$ cat src/verilog/logic_branch_pkg.sv
// Constants shared by the logic-and-branch execute block.
// Assumes a 32-bit instruction word and a 64-bit register path.
package logic_branch_pkg;

    // ------------------------------------------------------------------
    // Field positions and widths
    // ------------------------------------------------------------------
    localparam int XLEN = 64;
    localparam int REG_IDX_W = 5;
    localparam int OPC_LSB = 26;
    localparam int RS_LSB = 21;
    localparam int RT_LSB = 16;
    localparam int RD_LSB = 11;
    localparam int IMM_W = 16;
    localparam int BR_SHIFT = 2;
    localparam int COND32_BITS = 32;

    // ------------------------------------------------------------------
    // Encodings
    // ------------------------------------------------------------------
    localparam logic [5:0] OPC_SPECIAL = 6'h00;
    localparam logic [5:0] FUNC_CONJ = 6'h24;
    localparam logic [5:0] OPC_CONJ_IMM = 6'h0c;
    localparam logic [5:0] OPC_EQ = 6'h04;
    localparam logic [5:0] OPC_EQ_LIKELY = 6'h14;
    localparam logic [5:0] OPC_REG_IMM_GROUP = 6'h01;
    localparam logic [3:0] OPC_COP_GROUP_HI = 4'h4;
    localparam logic [4:0] COP_SUB_BRANCH = 5'h08;
    localparam logic [4:0] COND_FALSE_CODE = 5'h00;
    localparam logic [4:0] COND_TRUE_CODE = 5'h01;
    localparam logic [4:0] COND_FALSE_LIKELY_CODE = 5'h02;
    localparam logic [4:0] COND_TRUE_LIKELY_CODE = 5'h03;
    localparam logic [4:0] NONNEG_CODE = 5'h01;

    // ------------------------------------------------------------------
    // Reset value and PC step
    // ------------------------------------------------------------------
    localparam logic [XLEN-1:0] PC_RESET = 64'hffff_ffff_bfc0_0000;
    localparam logic [XLEN-1:0] PC_STEP = 64'h0000_0000_0000_0004;

    // Branch sequencing states
    typedef enum logic [2:0] {
        SEQ_IDLE = 3'b001,
        SEQ_SLOT = 3'b010,
        SEQ_NULL = 3'b100
    } seq_state_t;

endpackage

$ cat src/verilog/branch_decode.sv
// Combinational decoder that classifies one instruction word.
// Assumes the word is stable for the cycle it is presented.
`timescale 1ns/1ps
module branch_decode
    import logic_branch_pkg::*;
(
    input wire logic [31:0] i_instr,
    output logic o_conj_reg,
    output logic o_conj_imm,
    output logic o_cop_branch,
    output logic o_cop_on_true,
    output logic o_eq_branch,
    output logic o_nonneg_branch,
    output logic o_likely
);
    logic [5:0] opc;
    logic [4:0] sub;
    logic [4:0] code;

    // ------------------------------------------------------------------
    // Field extraction and class decode
    // ------------------------------------------------------------------
    assign opc = i_instr[31:OPC_LSB];
    assign sub = i_instr[25:RS_LSB];
    assign code = i_instr[20:RT_LSB];

    // Register form needs the function field too
    assign o_conj_reg = (opc == OPC_SPECIAL) &&
        (i_instr[5:0] == FUNC_CONJ); // see (RULE1)
    assign o_conj_imm = (opc == OPC_CONJ_IMM); // see (RULE2)
    // Low two opcode bits select the coprocessor; only 0 is handled here
    assign o_cop_branch = (opc[5:2] == OPC_COP_GROUP_HI) &&
        (opc[1:0] == 2'h0) && (sub == COP_SUB_BRANCH) &&
        (code == COND_FALSE_CODE || code == COND_TRUE_CODE ||
         code == COND_FALSE_LIKELY_CODE ||
         code == COND_TRUE_LIKELY_CODE); // see (RULE6) see (RULE9)
    assign o_cop_on_true = code[0]; // see (RULE8)
    assign o_eq_branch = (opc == OPC_EQ) || (opc == OPC_EQ_LIKELY);
    assign o_nonneg_branch = (opc == OPC_REG_IMM_GROUP) &&
        (code == NONNEG_CODE); // see (RULE14)
    // Likely: equality-likely opcode or cop code with bit 1 set
    assign o_likely = (opc == OPC_EQ_LIKELY) ||
        (o_cop_branch && code[1]); // see (RULE9) see (RULE13)
endmodule

$ cat src/verilog/logic_and_branch_exec.sv
// Execute stage for bitwise conjunction and a set of conditional branches.
// Assumes operands are read from the register file in the issue cycle and
// the coprocessor condition line comes from logic on the same clock.
//
// Contract
// (RULE1) Register conjunction writes rs AND rt
// (RULE2) Immediate zero-extended, ANDed, written to rt
// (RULE3) Target is delay-slot address plus shifted offset
// (RULE4) Redirect happens after the delay slot
// (RULE5) Likely forms nullify slot when not taken
// (RULE6) Coprocessor branch opcode 0100xx, sub 01000; the decoder accepts only opcode 010000
// (RULE7) False form taken when sampled condition low
// (RULE8) True form code 00001, taken when high
// (RULE9) Likely cop codes 00010 and 00011
// (RULE10) Software spaces condition change from branch
// (RULE11) Unusable coprocessor raises an exception
// (RULE12) Equality branch taken when registers equal
// (RULE13) Likely equality nullifies slot otherwise
// (RULE14) Nonnegative branch taken when rs not negative
// (RULE15) 64-bit mode sign-extends offset fully
`timescale 1ns/1ps
module logic_and_branch_exec
(
    input wire logic i_clk,
    input wire logic i_srst,
    input wire logic i_issue,
    input wire logic [31:0] i_instr,
    input wire logic [logic_branch_pkg::XLEN-1:0] i_rs_val,
    input wire logic [logic_branch_pkg::XLEN-1:0] i_rt_val,
    input wire logic i_mode64,
    input wire logic i_coprocessor_condition_line,
    input wire logic i_cop_usable,
    output logic o_wr_en,
    output logic [4:0] o_wr_idx,
    output logic [logic_branch_pkg::XLEN-1:0] o_wr_data,
    output logic [logic_branch_pkg::XLEN-1:0] o_pc,
    output logic o_redirect,
    output logic o_nullify,
    output logic o_cop_unusable
);
    import logic_branch_pkg::*;
    logic cop_trap;
    logic conj_reg;
    logic conj_imm;
    logic cop_branch;
    logic cop_on_true;
    logic eq_branch;
    logic nonneg_branch;
    logic likely;
    logic is_branch;
    logic cond_sampled;
    logic cond_met;
    logic [XLEN-1:0] offset_ext;
    logic [XLEN-1:0] slot_addr;
    logic [XLEN-1:0] next_target;
    logic [XLEN-1:0] target;
    logic take;
    logic slot_nullified;
    seq_state_t state;
    seq_state_t next_state;

    // ------------------------------------------------------------------
    // Decode
    // ------------------------------------------------------------------
    branch_decode u_decode (
        .i_instr(i_instr),
        .o_conj_reg(conj_reg),
        .o_conj_imm(conj_imm),
        .o_cop_branch(cop_branch),
        .o_cop_on_true(cop_on_true),
        .o_eq_branch(eq_branch),
        .o_nonneg_branch(nonneg_branch),
        .o_likely(likely)
    );

    assign is_branch = cop_branch || eq_branch || nonneg_branch;

    // Condition line is registered on every issue, so a branch sees the
    // value from the instruction before it; software must leave a gap
    // after changing it
    always_ff @(posedge i_clk) begin
        if (i_srst) begin
            cond_sampled <= 1'b0;
        end else if (i_issue) begin // see (RULE7) see (RULE10)
            cond_sampled <= i_coprocessor_condition_line;
        end
    end

    // ------------------------------------------------------------------
    // Branch condition and target
    // ------------------------------------------------------------------
    always_comb begin
        cond_met = 1'b0;
        if (cop_branch) begin
            cond_met = cop_on_true ? cond_sampled
                                   : !cond_sampled; // see (RULE7) see (RULE8)
        end else if (eq_branch) begin
            cond_met = (i_rs_val == i_rt_val); // see (RULE12) see (RULE13)
        end else if (nonneg_branch) begin
            // Sign bit depends on address mode
            cond_met = i_mode64 ? !i_rs_val[XLEN-1]
                                : !i_rs_val[COND32_BITS-1]; // see (RULE14)
        end
    end

    // Offset shifted then sign-extended to the full width
    assign offset_ext = {{(XLEN-IMM_W-BR_SHIFT){i_instr[IMM_W-1]}},
        i_instr[IMM_W-1:0], {BR_SHIFT{1'b0}}}; // see (RULE15)
    assign slot_addr = o_pc + PC_STEP;
    // 32-bit mode keeps the address a sign-extended word
    always_comb begin
        next_target = slot_addr + offset_ext; // see (RULE3)
        if (!i_mode64) begin
            next_target = {{(XLEN-COND32_BITS){next_target[31]}},
                next_target[31:0]};
        end
    end

    // Coprocessor branch without usability is trapped, never taken
    assign cop_trap = cop_branch && !i_cop_usable; // see (RULE11)
    assign take = i_issue && is_branch && cond_met && !cop_trap;

    // ------------------------------------------------------------------
    // Delay-slot sequencer
    // ------------------------------------------------------------------
    always_comb begin
        next_state = state;
        case (state)
            SEQ_IDLE: begin
                if (take) begin
                    next_state = SEQ_SLOT; // see (RULE4)
                end else if (i_issue && likely && !cop_trap) begin
                    next_state = SEQ_NULL; // see (RULE5)
                end
            end
            // The slot instruction, squashed or not, ends the sequence
            SEQ_SLOT, SEQ_NULL: begin
                if (i_issue) begin
                    next_state = SEQ_IDLE;
                end
            end
            default: begin
                next_state = SEQ_IDLE;
            end
        endcase
    end

    always_ff @(posedge i_clk) begin
        if (i_srst) begin
            state <= SEQ_IDLE;
        end else begin
            state <= next_state;
        end
    end

    // Target is held until the slot instruction issues
    always_ff @(posedge i_clk) begin
        if (i_srst) begin
            target <= '0;
        end else if (take && state == SEQ_IDLE) begin
            target <= next_target; // see (RULE3)
        end
    end

    // Slot instruction of a not-taken likely branch is squashed
    assign slot_nullified = (state == SEQ_NULL); // see (RULE5) see (RULE13)

    // ------------------------------------------------------------------
    // Program counter and flow outputs
    // ------------------------------------------------------------------
    always_ff @(posedge i_clk) begin
        if (i_srst) begin
            o_pc <= PC_RESET;
            o_redirect <= 1'b0;
            o_nullify <= 1'b0;
        end else begin
            o_redirect <= 1'b0;
            o_nullify <= 1'b0;
            if (i_issue) begin
                if (state == SEQ_SLOT) begin
                    o_pc <= target; // see (RULE4)
                    o_redirect <= 1'b1;
                end else begin
                    o_pc <= slot_addr;
                end
                o_nullify <= slot_nullified;
            end
        end
    end

    // Coprocessor unusable trap pulse
    always_ff @(posedge i_clk) begin
        if (i_srst) begin
            o_cop_unusable <= 1'b0;
        end else begin
            o_cop_unusable <= i_issue && cop_branch && !i_cop_usable &&
                !slot_nullified; // see (RULE11)
        end
    end

    // ------------------------------------------------------------------
    // Register write-back
    // ------------------------------------------------------------------
    always_ff @(posedge i_clk) begin
        if (i_srst) begin
            o_wr_en <= 1'b0;
            o_wr_idx <= '0;
            o_wr_data <= '0;
        end else begin
            o_wr_en <= 1'b0;
            if (i_issue && !slot_nullified) begin
                if (conj_reg) begin
                    o_wr_en <= 1'b1;
                    o_wr_idx <= i_instr[15:RD_LSB];
                    o_wr_data <= i_rs_val & i_rt_val; // see (RULE1)
                end else if (conj_imm) begin
                    o_wr_en <= 1'b1;
                    o_wr_idx <= i_instr[20:RT_LSB];
                    o_wr_data <= {{(XLEN-IMM_W){1'b0}}, // see (RULE2)
                        i_instr[IMM_W-1:0] & i_rs_val[IMM_W-1:0]};
                end
            end
        end
    end

    // ------------------------------------------------------------------
    // Assertions
    // ------------------------------------------------------------------
    property p_conj_reg;
        @(posedge i_clk) disable iff (i_srst)
        (i_issue && conj_reg && !slot_nullified) |=>
            o_wr_en && o_wr_data == ($past(i_rs_val) & $past(i_rt_val));
    endproperty
    a_conj_reg: assert property (p_conj_reg) // see (RULE1)
        else $error("conjunction result wrong");
    property p_conj_imm;
        @(posedge i_clk) disable iff (i_srst)
        (i_issue && conj_imm && !slot_nullified) |=>
            o_wr_en && o_wr_data[XLEN-1:IMM_W] == '0;
    endproperty
    a_conj_imm: assert property (p_conj_imm) // see (RULE2)
        else $error("immediate result not zero-extended");
    property p_slot_first;
        @(posedge i_clk) disable iff (i_srst)
        (take && state == SEQ_IDLE) |=> !o_redirect;
    endproperty
    a_slot_first: assert property (p_slot_first) // see (RULE4)
        else $error("redirect before delay slot");
    property p_redirect_target;
        @(posedge i_clk) disable iff (i_srst)
        (i_issue && state == SEQ_SLOT) |=> o_redirect && o_pc == target;
    endproperty
    a_redirect_target: assert property (p_redirect_target) // see (RULE3)
        else $error("redirect pc not target");
    // Squashed slot must show the pulse and must not write back
    property p_likely_null;
        @(posedge i_clk) disable iff (i_srst)
        (i_issue && slot_nullified) |=> o_nullify && !o_wr_en;
    endproperty
    a_likely_null: assert property (p_likely_null) // see (RULE5)
        else $error("likely slot not nullified");
    property p_taken_no_null;
        @(posedge i_clk) disable iff (i_srst)
        (i_issue && state == SEQ_SLOT && conj_reg) |=> o_wr_en && !o_nullify;
    endproperty
    a_taken_no_null: assert property (p_taken_no_null) // see (RULE13)
        else $error("taken slot nullified");
    property p_cop_trap;
        @(posedge i_clk) disable iff (i_srst)
        (i_issue && cop_branch && !i_cop_usable && !slot_nullified) |=>
            o_cop_unusable && !o_redirect;
    endproperty
    a_cop_trap: assert property (p_cop_trap) // see (RULE11)
        else $error("unusable trap missing");
    property p_false_taken;
        @(posedge i_clk) disable iff (i_srst)
        (i_issue && cop_branch && !cop_on_true && i_cop_usable &&
         state == SEQ_IDLE) |-> (take == !cond_sampled);
    endproperty
    a_false_taken: assert property (p_false_taken) // see (RULE7)
        else $error("false form condition wrong");
    property p_eq_taken;
        @(posedge i_clk) disable iff (i_srst)
        (i_issue && eq_branch) |-> (take == (i_rs_val == i_rt_val));
    endproperty
    a_eq_taken: assert property (p_eq_taken) // see (RULE12)
        else $error("equality branch decision wrong");
    c_taken: cover property (@(posedge i_clk) disable iff (i_srst)
        (i_issue && state == SEQ_SLOT) ##1 o_redirect);
    c_nullify: cover property (@(posedge i_clk) disable iff (i_srst)
        o_nullify);
    c_trap: cover property (@(posedge i_clk) disable iff (i_srst)
        o_cop_unusable);
endmodule

$ cat config.mk
export PLATFORM = sky130hd
export DESIGN_NAME = logic_and_branch_exec
export DESIGN_NICKNAME = d
export VERILOG_FILES = /design/src/verilog/logic_branch_pkg.sv /design/src/verilog/branch_decode.sv /design/src/verilog/logic_and_branch_exec.sv
export SDC_FILE = /design/constraint.sdc
export NUM_CORES = 1
export LEC_CHECK = 0
export BUFFER_PORTS_ARGS = -buffer_cell sky130_fd_sc_hd__buf_2
export CAP_MARGIN = 20
export CORE_ASPECT_RATIO = 1.5
export CORE_MARGIN = 3
export CORE_UTILIZATION = 25
export CTS_BUF_LIST = sky130_fd_sc_hd__clkbuf_8
export CTS_CLUSTER_SIZE = 28
export DETAILED_ROUTE_END_ITERATION = 6
export SLEW_MARGIN = 20
export SYNTH_ARGS = -nofsm -noshare
export SYNTH_HDL_FRONTEND = slang
export SYNTH_SLANG_ARGS = --single-unit
$ cat constraint.sdc
create_clock -name i_clk -period 4.5 [get_ports i_clk]
set_clock_uncertainty 0.15 [all_clocks]
set_input_delay 0.9 -clock i_clk [delete_from_list [all_inputs] [get_ports i_clk]]
set_output_delay 0.9 -clock i_clk [all_outputs]
set_load 0.01 [all_outputs]
# [Yosys cells after proc, flatten, opt, wreduce, memory -nomap -nowiden]
# Index checks and enable logic that the tools add are counted.
[totals] register_bits=205 inputBits=166
[classes] n_addsub=2 mux=18 bitwise_logic=4 reduce_logical=39 n_eq_ne=16
[ops] operator="$mux 64" n=4
[ops] operator="$add 64x3->64 const B" n=1
[ops] operator="$add 64x64->64" n=1
[ops] operator="$and 64x64->64" n=1
[ops] operator="$eq 64x64->1" n=1
[ops] operator="$logic_and 1x1->1" n=17
[ops] operator="$and 16x16->16" n=1
[ops] operator="$eq 5x2->1 const B" n=2
[ops] operator="$mux 5" n=2
[ops] operator="$mux 3" n=3
[ops] operator="$mux 1" n=8
[ops] operator="$logic_or 1x1->1" n=7
[ops] operator="$eq 6x1->1 const B" n=1
[ops] operator="$eq 6x3->1 const B" n=1
[ops] operator="$eq 6x4->1 const B" n=1
[ops] operator="$eq 6x5->1 const B" n=1
[ops] operator="$eq 6x6->1 const B" n=1
[ops] operator="$logic_not 1->1" n=6
[ops] operator="$logic_not 6->1" n=1
[ops] operator="$pmux 3 s2" n=1
[ops] operator="$reduce_or 2->1" n=3
[ops] operator="$eq 5x1->1 const B" n=1
[ops] operator="$eq 5x4->1 const B" n=1
[ops] operator="$logic_not 5->1" n=1
[ops] operator="10 further kinds" n=12

# [Depth between registers and ports, before layout]
[depth] ltp_word=12 depth_mapped=22 ltp_nobuf=19

# [Hierarchy]
# Synthesis repeated with hierarchy kept, for this count alone.
[unflattened] hier_cells=1802 area_unflattened_um2=14298.7
[by_module_without_submodules] module="logic_and_branch_exec" cells_each=1781 instances=1 area_each_um2=14154.8
[by_module_without_submodules] module="branch_decode" cells_each=21 instances=1 area_each_um2=143.9

# [Worst setup path before layout]
# No wires, ideal clock.
[synth_timing] path_type="reg2reg" startpoint="reg o_pc[2] in the netlist's numbering" endpoint="reg target[63]" required_time_ns=4.230 path_stages_with_launch=19 setup_time_ns=0.120 setup_slack_ns=0.161 arrival_ns=4.069 cell_sequence="dfxtp_1 -> ha_1 -> nand4_1 -> nor4_4 -> nand4_1 -> or2_1 -> or4_1 -> xnor2_1 -> ha_1 -> a21oi_1 -> o21ai_0 -> a21oi_1 -> nor2_1 -> nor3_1 -> o21bai_1 -> a21o_1 -> a211oi_1 -> xnor2_1 -> a21oi_1"
[synth_between] elab_chain_len=3
[synth_rtl] element="start, declared" line="logic_and_branch_exec.sv:36" rtl="output logic [logic_branch_pkg::XLEN-1:0] o_pc,"
[synth_rtl] element="start signal, assigned" line="logic_and_branch_exec.sv:181" rtl="o_pc <= target;"
[synth_rtl] element="start signal, assigned" line="logic_and_branch_exec.sv:184" rtl="o_pc <= slot_addr;"
[synth_rtl] element="$add 64x3->64" line="logic_and_branch_exec.sv:109" rtl="assign slot_addr = o_pc + PC_STEP;"
[synth_rtl] element="$add 64x64->64" line="logic_and_branch_exec.sv:112" rtl="next_target = slot_addr + offset_ext;"
[synth_rtl] element="$mux 64" line="logic_and_branch_exec.sv:113" rtl="if (!i_mode64) begin"
[synth_rtl] element="end signal, assigned" line="logic_and_branch_exec.sv:161" rtl="target <= next_target;"
[synth_rtl] element="end, declared" line="logic_and_branch_exec.sv:56" rtl="logic [XLEN-1:0] target;"
# Every way passes these cells.
# A chain may end at the register's enable or synchronous reset.

# [Worst setup path after layout]
[layout_timing] startpoint="reg o_pc[13] in the netlist's numbering" endpoint="reg target[59]"
# The elaborated chain is that of the path after synthesis.

==> impl_metrics.env <==
export IMPL_status="finished clean"
export IMPL_worst_endpoint_required_ns=4.82
export IMPL_cts_sinks=205
export IMPL_fin_cells=3186
export IMPL_wire_per_inst_um=19.10
export IMPL_fmax_mhz=229.0
export IMPL_synth_ff_type="dfxtp_1"
export IMPL_core_area_um2=56900
export IMPL_report_final_slew_viol_count=0
export IMPL_synthTopCellsByCount="nand2_1, nor2_1, dfxtp_1, a21oi_1, ha_1"
export IMPL_initial_core_util=0.2530
export IMPL_end_kind="flip-flop"
export IMPL_slowest_stage="or4_4"
export IMPL_yosys_area_share_simple=0.2505
export IMPL_synthTopCellsByArea="dfxtp_1, ha_1, nand2_1, nor2_1, a21oi_1"
export IMPL_r2r_cells=17
export IMPL_muxShareOfSynthArea=0.007129
export IMPL_die_h_um=299.9
export IMPL_drt_antenna_violating_nets=0
export IMPL_critPathMaxStageDelay_ns=0.53
export IMPL_syn_inst=1893
export IMPL_vdd_drop_max_mv=0.1712
export IMPL_synth_xor_area_frac=0.06989
export IMPL_drive_gt1_frac=0.3117
export IMPL_min_path_type="flip-flop to flip-flop"
export IMPL_reg2reg_setup_slack_ns=0.13
export IMPL_dpl_cell_count=3110
export IMPL_arrival_ns=4.69
export IMPL_hold_viol=0
export IMPL_root_buffer="clkbuf_8"
export IMPL_clk_path_buf_depth=3
export IMPL_ys_types=82
export IMPL_finalCriticalPeriod_ns=4.366
export IMPL_track_usage=0.1908
export IMPL_hp_start="target[6]$_SDFFE_PP0P_"
export IMPL_final_nets=2702
export IMPL_relSlewSlack=0.4528
export IMPL_postCtsHoldBufs=0
export IMPL_syn_cell_area_um2=14390
export IMPL_drc=0
export IMPL_drt_first_iter_violations=762
export IMPL_dieArea_um2=60540
export IMPL_p_leak_nw=8.767
export IMPL_antenna_found_initial=1
export IMPL_hpwl_um=48490
export IMPL_seq_area_frac_synth=0.2851
export IMPL_setup_viol=0
export IMPL_critPathLaunchType="flip-flop"
export IMPL_fillCellCount=6052
export IMPL_synth_top_family_by_area="simple AND/OR/NAND/NOR gates"
export IMPL_drt_wl_total_um=60860
export IMPL_htree_levels=2
export IMPL_numCtsBuffers=38
export IMPL_async_reset_ff_frac=0
export IMPL_syn_to_final_growth_pct=36.84
export IMPL_synth_edf_count=0
export IMPL_cts_tree="built"
export IMPL_holdPathStages=2
export IMPL_via_per_inst=5.028
export IMPL_r2r_start="o_pc[13]$_SDFFE_PP0P_"
export IMPL_period_share=0.9703
export IMPL_grt_overflow=0
export IMPL_cap_viol_max_count=0
export IMPL_avgSynthCellArea_um2=7.603
export IMPL_fin_tns_setup_ns=0
export IMPL_syn_nets=2196
export IMPL_synth_top_cell_area_share=0.2851
export IMPL_fp_row_count=107
export IMPL_grt_pass1_wl_um=91270
export IMPL_max_slew_worst_pin_slew_ns=0.8207
export IMPL_path_max_fanout=4
export IMPL_yosys_warnings=0
export IMPL_regArea_um2=4109
export IMPL_holdPathEnd="target[6]$_SDFFE_PP0P_"
export IMPL_power_w=0.004449
export IMPL_synth_compound_area_frac=0.2254
export IMPL_yosys_area_top_type="dfxtp_1"
export IMPL_num_vias=16020
export IMPL_power_density_nw_per_um2=225.9
export IMPL_io_buffer_count=302
export IMPL_yosysMostFrequentCell="nand2_1"
export IMPL_r2r_end="target[59]$_SDFFE_PP0P_"
export IMPL_drt_pass1_iterations=5
export IMPL_grt_pass1_vias=16070
export IMPL_gp_congestion=0.9475
export IMPL_ys_seq_elements=205
export IMPL_hold_slack_ns=0.2984
export IMPL_grt_max_degree=75
export IMPL_multi_input_area_um2=10120
export IMPL_worstPathCellList="nand4_1 -> nor4_4 -> nand4_1 -> buf_4 -> or2_4 -> or4_4 -> xnor2_1 -> ha_1 -> a21oi_2 -> o21ai_1 -> buf_4 -> nor3b_1 -> nand3_2 -> a31oi_1 -> xnor2_1 -> nand2_1 -> a211oi_2"
export IMPL_clock_latency_ns=0.56
export IMPL_fp_dieW_um=201.9
export IMPL_io_pins=303
export IMPL_path_class="flip-flop to flip-flop"
export IMPL_path_clk_slew_ns=0.07
export IMPL_synth_fa_ha_area_frac=0.1196
## routing by layer
metal  wire length [µm]  vias to the layer above  global-route usage
li1                   -                     7847                   -
met5                  0                        -                   0
met2              32140                      526              0.3717
met1              22530                     7507              0.1980
met3               3171                      139             0.03206
met4               3020                        0             0.08479
## registers in the layout (all words and copies together), names as in the netlist
signal / flops
o_pc: 64
o_wr_data: 64
target: 64
o_wr_idx: 5
state: 3
cond_sampled: 1
o_cop_unusable: 1
o_nullify: 1
o_redirect: 1
o_wr_en: 1
## area by class of cell
cell class | instances | share of cell area
Antenna cell | 1 | 0.0001271
Clock inverter | 16 | 0.003367
Multi-Input combinational cell | 1540 | 0.5136
Timing Repair Buffer | 585 | 0.1874
Clock buffer | 47 | 0.03284
Sequential cell | 205 | 0.2086
Tap cell | 763 | 0.04847
Inverter | 29 | 0.005527
## report_power, final
group	switching [W]	internal, W
combinational	0.000473	0.000364
sequential	0.00000979	0.00183
clock	0.000845	0.000932
## critical path: cells and delay by family (launching register included)
kind,cells,cell delay (ns)
adder cells (fa/ha/maj),1,0.34
buffers and inverters,2,0.35
XOR/XNOR,2,0.30
AO/OA/AOI/OAI,4,0.75
AND/OR/NAND/NOR,8,2.03
flip-flops,1,0.37
## cells by family after synthesis
family / count (synthesis)
buffers and inverters: 148
AO/OA/AOI/OAI: 506
AND/OR/NAND/NOR: 773
flip-flops: 205
adder cells (fa/ha/maj): 137
XOR/XNOR: 114
multiplexers: 10
## cell usage in the layout, fill, tap and decap left out, types with 9 or more instances in the layout
cell | synthesis | layout
a21oi_2 | 0 | 13
xor2_1 | 41 | 41
nor4_1 | 27 | 21
clkbuf_8 | 0 | 47
o21bai_1 | 16 | 14
a311oi_1 | 18 | 18
and3_1 | 20 | 20
buf_2 | 9 | 300
xnor2_2 | 1 | 9
o21ai_0 | 100 | 93
nor3_1 | 43 | 37
o21ai_1 | 13 | 19
o22ai_1 | 10 | 10
buf_4 | 6 | 281
inv_1 | 27 | 40
o21a_1 | 12 | 12
dfxtp_1 | 205 | 201
nor2_1 | 236 | 228
nand2_1 | 268 | 267
nand3_1 | 52 | 44
a21oi_1 | 161 | 147
a22oi_1 | 56 | 56
a211oi_2 | 9 | 12
a21o_1 | 16 | 15
xnor2_1 | 72 | 64
o22a_1 | 9 | 9
ha_1 | 136 | 130
nand4_1 | 49 | 49
a31oi_1 | 13 | 12
nor2b_1 | 9 | 9
## worst max path at each step
stage	from	to	slack [ns]	depth (start not counted)
CTS	o_pc[3]$_SDFFE_PP0P_	target[56]$_SDFFE_PP0P_	0.004	20
global placement	o_pc[2]$_SDFFE_PP0P_	target[63]$_SDFFE_PP0P_	-0.18	18
floorplan	o_pc[2]$_SDFFE_PP0P_	target[63]$_SDFFE_PP0P_	0.16	18
detailed placement	o_pc[3]$_SDFFE_PP0P_	target[63]$_SDFFE_PP0P_	-0.28	18
global route	o_pc[3]$_SDFFE_PP0P_	target[59]$_SDFFE_PP0P_	-0.10	18
finish	o_pc[13]$_SDFFE_PP0P_	target[59]$_SDFFE_PP0P_	0.13	17
## stage by stage
step | cell area (µm²) | worst slack [ns] | utilization
after floorplan | 14390 | 0.1614 | -
after global routing | 19700 | -0.1042 | 0.3461
after detailed placement | 18480 | -0.2805 | 0.3248
after CTS | 19250 | 0.003550 | 0.3383
after global placement | 18480 | -0.1828 | 0.3248
final | 19700 | 0.1337 | 0.3461
## timing repair
item,in CTS,in global routing
endpoints found under the setup margin,25,33
gates resized for setup,12,85
cloned,0,0
pin swaps,2,29
buffers inserted,1,11
Note: power is estimated with default switching activity, not from simulation.
